--- src/hw/odp_params.svh ---
// constants for the first product term of sequencer output four
`ifndef ODP_PARAMS_SVH
`define ODP_PARAMS_SVH

`define ODP_ADDR_SEL_PRIMARY 8'h1d
`define ODP_ADDR_SEL_SECONDARY 8'h1e
`define ODP_ADDR_SEL_OUTPUTS 8'h1f
`define ODP_ADDR_SEL_LAST 8'h23
`define ODP_ADDR_MR_ROUTING 8'h40

`define ODP_SEL_RESET 8'h00
`define ODP_RD_UNMAPPED 8'h00

`define ODP_MR_ROUTE_BIT 3
`define ODP_LAST_OUT_BIT 0

`define ODP_PRIMARY_LARGE_MASK 8'h30
`define ODP_SECONDARY_LARGE_MASK 8'h30
`define ODP_OUTPUTS_LARGE_MASK 8'h0c
`define ODP_LAST_LARGE_MASK 8'h01

`define ODP_COND_WIDTH 25

`endif

--- src/hw/odp_pkg.sv ---
// types shared by the product-one selector
package odp_pkg;
   typedef logic [7:0] odp_byte_t;
   typedef enum {ODP_VARIANT_SMALL, ODP_VARIANT_LARGE} odp_variant_t;
endpackage : odp_pkg

--- src/hw/odp_product_one.sv ---
// selector and decision for sequencer output four, product term one
`timescale 1ns/100ps
`include "odp_params.svh"
module odp_product_one
   import odp_pkg::*;
#(
   parameter odp_variant_t VARIANT = ODP_VARIANT_LARGE
)
(
   input wire logic sys_clk,
   input wire logic reset_n,
   input wire logic regWrEn,
   input wire logic regRdEn,
   input wire logic [7:0] regAddr,
   input wire logic [7:0] regWrData,
   output logic [7:0] regRdData,
   output logic regRdValid,
   input wire logic [5:0] primaryGood,
   input wire logic [5:0] secondaryGood,
   input wire logic [1:0] watchdogGood,
   input wire logic [3:0] logicInput,
   input wire logic [6:0] otherOutputsAsserted,
   input wire logic manual_reset_n,
   input wire logic productTwoTrue,
   output logic productOneTrue,
   output logic sequencerOutputFour
);
   odp_byte_t selPrimary;
   odp_byte_t selSecondary;
   odp_byte_t selOutputs;
   odp_byte_t selLast;
   odp_byte_t mrRouting;

   odp_byte_t effPrimary;
   odp_byte_t effSecondary;
   odp_byte_t effOutputs;
   logic effLast;
   logic isSmall;

   logic [`ODP_COND_WIDTH-1:0] condSelect;
   logic [`ODP_COND_WIDTH-1:0] condGood;
   logic termOne;
   logic mrForce;
   logic next_sequencerOutputFour;

   assign isSmall = (VARIANT == ODP_VARIANT_SMALL);

   // register writes from the configuration port
   always_ff @(posedge sys_clk) begin
      if (!reset_n) begin
         selPrimary <= `ODP_SEL_RESET;
         selSecondary <= `ODP_SEL_RESET;
         selOutputs <= `ODP_SEL_RESET;
         selLast <= `ODP_SEL_RESET;
         mrRouting <= `ODP_SEL_RESET;
      end else if (regWrEn) begin
         unique case (regAddr)
            `ODP_ADDR_SEL_PRIMARY: begin
               selPrimary <= regWrData;
            end
            `ODP_ADDR_SEL_SECONDARY: begin
               selSecondary <= regWrData;
            end
            `ODP_ADDR_SEL_OUTPUTS: begin
               selOutputs <= regWrData;
            end
            `ODP_ADDR_SEL_LAST: begin
               selLast <= regWrData;
            end
            `ODP_ADDR_MR_ROUTING: begin
               mrRouting <= regWrData;
            end
            default: begin
               // unmapped writes are dropped
            end
         endcase
      end
   end

   // register reads, answered one cycle later
   always_ff @(posedge sys_clk) begin
      if (!reset_n) begin
         regRdData <= `ODP_RD_UNMAPPED;
         regRdValid <= 1'b0;
      end else begin
         regRdValid <= regRdEn;
         if (regRdEn) begin
            unique case (regAddr)
               `ODP_ADDR_SEL_PRIMARY: begin
                  regRdData <= selPrimary;
               end
               `ODP_ADDR_SEL_SECONDARY: begin
                  regRdData <= selSecondary;
               end
               `ODP_ADDR_SEL_OUTPUTS: begin
                  regRdData <= selOutputs;
               end
               `ODP_ADDR_SEL_LAST: begin
                  regRdData <= selLast;
               end
               `ODP_ADDR_MR_ROUTING: begin
                  regRdData <= mrRouting;
               end
               default: begin
                  regRdData <= `ODP_RD_UNMAPPED;
               end
            endcase
         end
      end
   end

   // large-only selections are dropped on the small variant
   always_comb begin
      effPrimary = selPrimary;
      effSecondary = selSecondary;
      effOutputs = selOutputs;
      effLast = selLast[`ODP_LAST_OUT_BIT];
      if (isSmall) begin
         effPrimary = selPrimary & ~`ODP_PRIMARY_LARGE_MASK;
         effSecondary = selSecondary & ~`ODP_SECONDARY_LARGE_MASK;
         effOutputs = selOutputs & ~`ODP_OUTPUTS_LARGE_MASK;
         effLast = 1'b0;
      end
   end

   // condition vector in register bit order
   assign condSelect = {effLast, effOutputs, effSecondary, effPrimary};

   assign condGood[5:0] = primaryGood;
   assign condGood[7:6] = watchdogGood;
   assign condGood[13:8] = secondaryGood;
   assign condGood[15:14] = logicInput[1:0];
   assign condGood[17:16] = logicInput[3:2];
   assign condGood[19:18] = ~otherOutputsAsserted[1:0];
   assign condGood[23:20] = ~otherOutputsAsserted[5:2];
   assign condGood[24] = ~otherOutputsAsserted[6];

   odp_term_eval u_term_one (
      .condSelect(condSelect),
      .condGood(condGood),
      .termTrue(termOne)
   );

   assign mrForce = mrRouting[`ODP_MR_ROUTE_BIT] & ~manual_reset_n;

   always_comb begin
      next_sequencerOutputFour = ~(termOne | productTwoTrue);
      if (mrForce) begin
         next_sequencerOutputFour = 1'b1;
      end
   end

   // registered decision
   always_ff @(posedge sys_clk) begin
      if (!reset_n) begin
         sequencerOutputFour <= 1'b1;
         productOneTrue <= 1'b0;
      end else begin
         sequencerOutputFour <= next_sequencerOutputFour;
         productOneTrue <= termOne;
      end
   end
endmodule : odp_product_one

--- src/hw/odp_term_eval.sv ---
// one product term: and of good states over selected conditions
`timescale 1ns/100ps
`include "odp_params.svh"
module odp_term_eval
   import odp_pkg::*;
(
   input wire logic [`ODP_COND_WIDTH-1:0] condSelect,
   input wire logic [`ODP_COND_WIDTH-1:0] condGood,
   output logic termTrue
);
   logic [`ODP_COND_WIDTH-1:0] passBit;

   genvar i;
   generate
      for (i = 0; i < `ODP_COND_WIDTH; i++) begin : g_cond
         // unselected bit passes as 1
         assign passBit[i] = condGood[i] | ~condSelect[i];
      end
   endgenerate

   assign termTrue = &passBit;
endmodule : odp_term_eval
--- config.mk ---
export PLATFORM = sky130hd
export DESIGN_NAME = odp_product_one
export DESIGN_NICKNAME = d
export VERILOG_FILES = /design/src/hw/odp_pkg.sv /design/src/hw/odp_product_one.sv /design/src/hw/odp_term_eval.sv
export VERILOG_INCLUDE_DIRS = /design/src /design/src/hw
export SDC_FILE = /design/constraint.sdc
export NUM_CORES = 1
export LEC_CHECK = 0
export ABC_AREA = 1
export BUFFER_PORTS_ARGS = -buffer_cell sky130_fd_sc_hd__buf_2
export CAP_MARGIN = 20
export CORE_MARGIN = 8
export CORE_UTILIZATION = 30
export CTS_CLUSTER_SIZE = 30
export DETAILED_ROUTE_END_ITERATION = 8
export PLACE_DENSITY = 0.51
export SYNTH_ARGS = -nofsm -noshare
export SYNTH_HDL_FRONTEND = slang
export SYNTH_SLANG_ARGS = --single-unit
export TNS_END_PERCENT = 30
--- constraint.sdc ---
create_clock -name sys_clk -period 1.55 [get_ports sys_clk]
set_input_delay 0.31 -clock sys_clk [delete_from_list [all_inputs] [get_ports sys_clk]]
set_output_delay 0.31 -clock sys_clk [all_outputs]
set_load 0.01 [all_outputs]
==> impl_metrics.ini <==
[yosys]
seq_area_frac_synth_pct = 39.2
synth_compound_area_share_pct = 18.6
synth_xor_area_share_pct = 0
synth_top_cell_by_area = dfxtp_1
syn_area_sq_um = 2600
syn_nets = 427
synth_top_family_by_area = simple AND/OR/NAND/NOR gates
yosysUniqueCellTypes = 20
yosys.area.top_type_share_pct = 39.2
synth_area_per_cell_sq_um = 6.85
ys_seq_elements = 51
synth_area_leaders = dfxtp_1, nand2_1, inv_1
synthMuxAreaShare_pct = 0
ys_warn_count = 0
synth-simple-area-share_pct = 29.4
synth_cells = 380
synth-adder-area-share_pct = 0

[power]
power_frac_clock_pct = 34.6
power_frac_seq_pct = 54.5
powerDensity_nw_per_um2 = 785
power.switching_w = 0.000654
vdd_ir_drop_max_v = 0.000376
share_comb_of_total_power_pct = 10.9
leakagePower_nw = 1.42
power_switching_share_pct = 26.7
intPower_w = 0.00179

[finish]
area_growth_pct = 20.0
fin_cells = 547
fin_util_pct = 36.5
drive_gt1_share_pct = 21.0
nets = 485
antennaDiodeCount = 0

[worst_setup_path]
cp-start-kind = flop
r2r_start = effOutputs[6]
crit_path_max_incr_delay_ns = 0.35
endpoint_kind = flop
worst_ep_required_time_ns = 1.75
criticalPathCategory = flop to flop
cp.depth = 8
cp_slowest_cell = dfxtp_1
crit_start = effOutputs[6]
path_delay_family = simple AND/OR/NAND/NOR gates
r2r_cells = 8
crit_path_frequent_cell = nand2_1
path_max_fanout = 3
crit_chain = nand2_1, o21ai_0, nor2_1, nand2_1, nor2_1, nand2_1, nand2_1, nand2_1
arrival_ns = 1.48
cp_num_buf_inv = 0

[clock_network]
cts_tree = yes
h-tree-depth = 2
cts.repair.resized = 0
cts-buffers-inserted = 5
postCtsSetupBuffers = 0
path_clk_slew_ns = 0.10
cts_root_buf = clkbuf_8
clk-insertion-delay-late_ns = 0.31
cts.sinks = 51
hold_buffers = 0
cts.path.max_buffers = 2

[routing]
drt-total-wl_um = 7860
ant_nets = 0
wire_per_inst_um = 14.4
vias = 2503
via_per_inst = 4.58
drtPass1Iterations = 5
drc = 0
first_iter_violations = 113

[timing]
relSlewSlack_pct = 73.8
drv_slew = 0
max_slew.worst_pin.slew_ns = 0.392
clock.fmax_mhz = 780
final_hold_viol_count = 0
finClkSkew_ns = 0.0129
rsz0062_at_grt = no
fin_setup_tns_ns = 0
finalCritPeriodShare_pct = 82.7
setup_viol = 0
finalCriticalPeriod_ns = 1.28

[global_route]
globalRouteOverflowTotal = 0
grt_pass1_wl_um = 12800
antenna_found_initial = 0
grt_max_degree = 51
groute.usage.overall_pct = 13.8
grt_pass1_vias = 2568

[hold_path]
min_path_type = input port to flop
worstHoldStart = productTwoTrue
worstHoldPathCells = 4

[place]
gp_congestion = 0.829
dp_hpwl_um = 5990
numPortBuffers = 57
dp.cells = 539

[floorplanning]
fp.dieArea_sq_um = 11900
die_w_um = 109
core_sq_um = 8550
io_pins = 58
die_height_um = 109
fp-row-count = 34
start_util_pct = 30.4

[job]
max_cap_violations = 0

[outcome]
status = finished, final reports clean
-- cells in the mapped netlist --
cell type  number
clkbuf_1        4
inv_1          62
o21ai_1         6
nand2_2         4
nor2_8          2
nor2_1         36
o211ai_1        1
nand2_1        63
a21oi_1        44
buf_1           2
nand3_1        39
nand2_4         1
inv_2           5
buf_4           2
o21ai_0        45
nor2_4          4
buf_6           4
nor2_2          1
nand3_4         4
dfxtp_1        51
-- final timing paths --
kind / to / slack [ns]
worst max-delay path: sequencerOutputFour / 0.27
worst min-delay path: sequencerOutputFour / 0.25
worst max register to register: sequencerOutputFour / 0.27
worst min register to register: selLast[1] / 0.45
-- layer usage --
| metal | GRT usage (%) | part of all wire [%] | vias up |
|---|---|---|---|
| li1 | - | - | 1325 |
| met1 | 18.1 | 47 | 1104 |
| met2 | 22.8 | 47 | 68 |
| met3 | 2.25 | 5.8 | 6 |
| met4 | 3.81 | 1.1 | 0 |
| met5 | 0 | 0 | - |
-- flip-flops by register name, indices dropped and copies added, names as in the netlist --
signal,cells
selLast,8
regRdValid,1
effPrimary,8
mrRouting,8
effSecondary,8
effOutputs,8
sequencerOutputFour,1
productOneTrue,1
regRdData,8
-- power groups by stage --
stage | clock network, W | logic (W) | registers [W]
floorplan | 0 | 0.000120 | 0.00137
global route | 0.000910 | 0.000302 | 0.00134
detailed placement | 0 | 0.000271 | 0.00137
finish | 0.000846 | 0.000268 | 0.00133
CTS | 0.000864 | 0.000273 | 0.00133
global placement | 0 | 0.000268 | 0.00136
-- worst min-delay path, stage by stage --
cell,delay (ns)
buf_2,0.08
inv_1,0.03
nand2_1,0.05
nand2_1,0.05
-- logic make-up (layout without fill, tap and decap cells) --
kind of cell,count (synthesis),count (layout)
compound gates,96,96
simple gates,154,154
flops,51,51
buf+inv,79,138
-- cell type report --
class / count / area, sq um
inverter: 67 / 251
multi-input combinational: 250 / 1250
clock inverter: 2 / 16.3
fill: 948 / 5430
tap: 108 / 135
timing repair buffer: 63 / 368
clock buffer: 6 / 82.6
sequential: 51 / 1020
-- layout by cell type (no fill, tap or decap), types with 2 or more instances in the layout --
cell type	netlist	layout
nand2_1	63	63
inv_1	62	62
buf_2	0	57
dfxtp_1	51	51
o21ai_0	45	45
a21oi_1	44	44
nand3_1	39	39
nor2_1	36	36
o21ai_1	6	6
clkbuf_8	0	6
inv_2	5	5
nand2_2	4	4
nor2_4	4	4
nand3_4	4	4
buf_4	2	3
buf_12	0	3
nor2_8	2	2
-- metrics by stage --
stage / power (W) / setup WS (ns) / cell area (sq um) / hold WS, ns
after floorplan: 0.00149 / 0.377 / 2600 / 0.424
after global placement: 0.00163 / 0.107 / 3020 / 0.432
after detailed placement: 0.00164 / 0.0964 / 3020 / 0.435
after CTS: 0.00247 / 0.310 / 3120 / 0.243
after global routing: 0.00255 / 0.194 / 3120 / 0.275
final: 0.00245 / 0.268 / 3120 / 0.253
(Power assumes the default switching activity.)
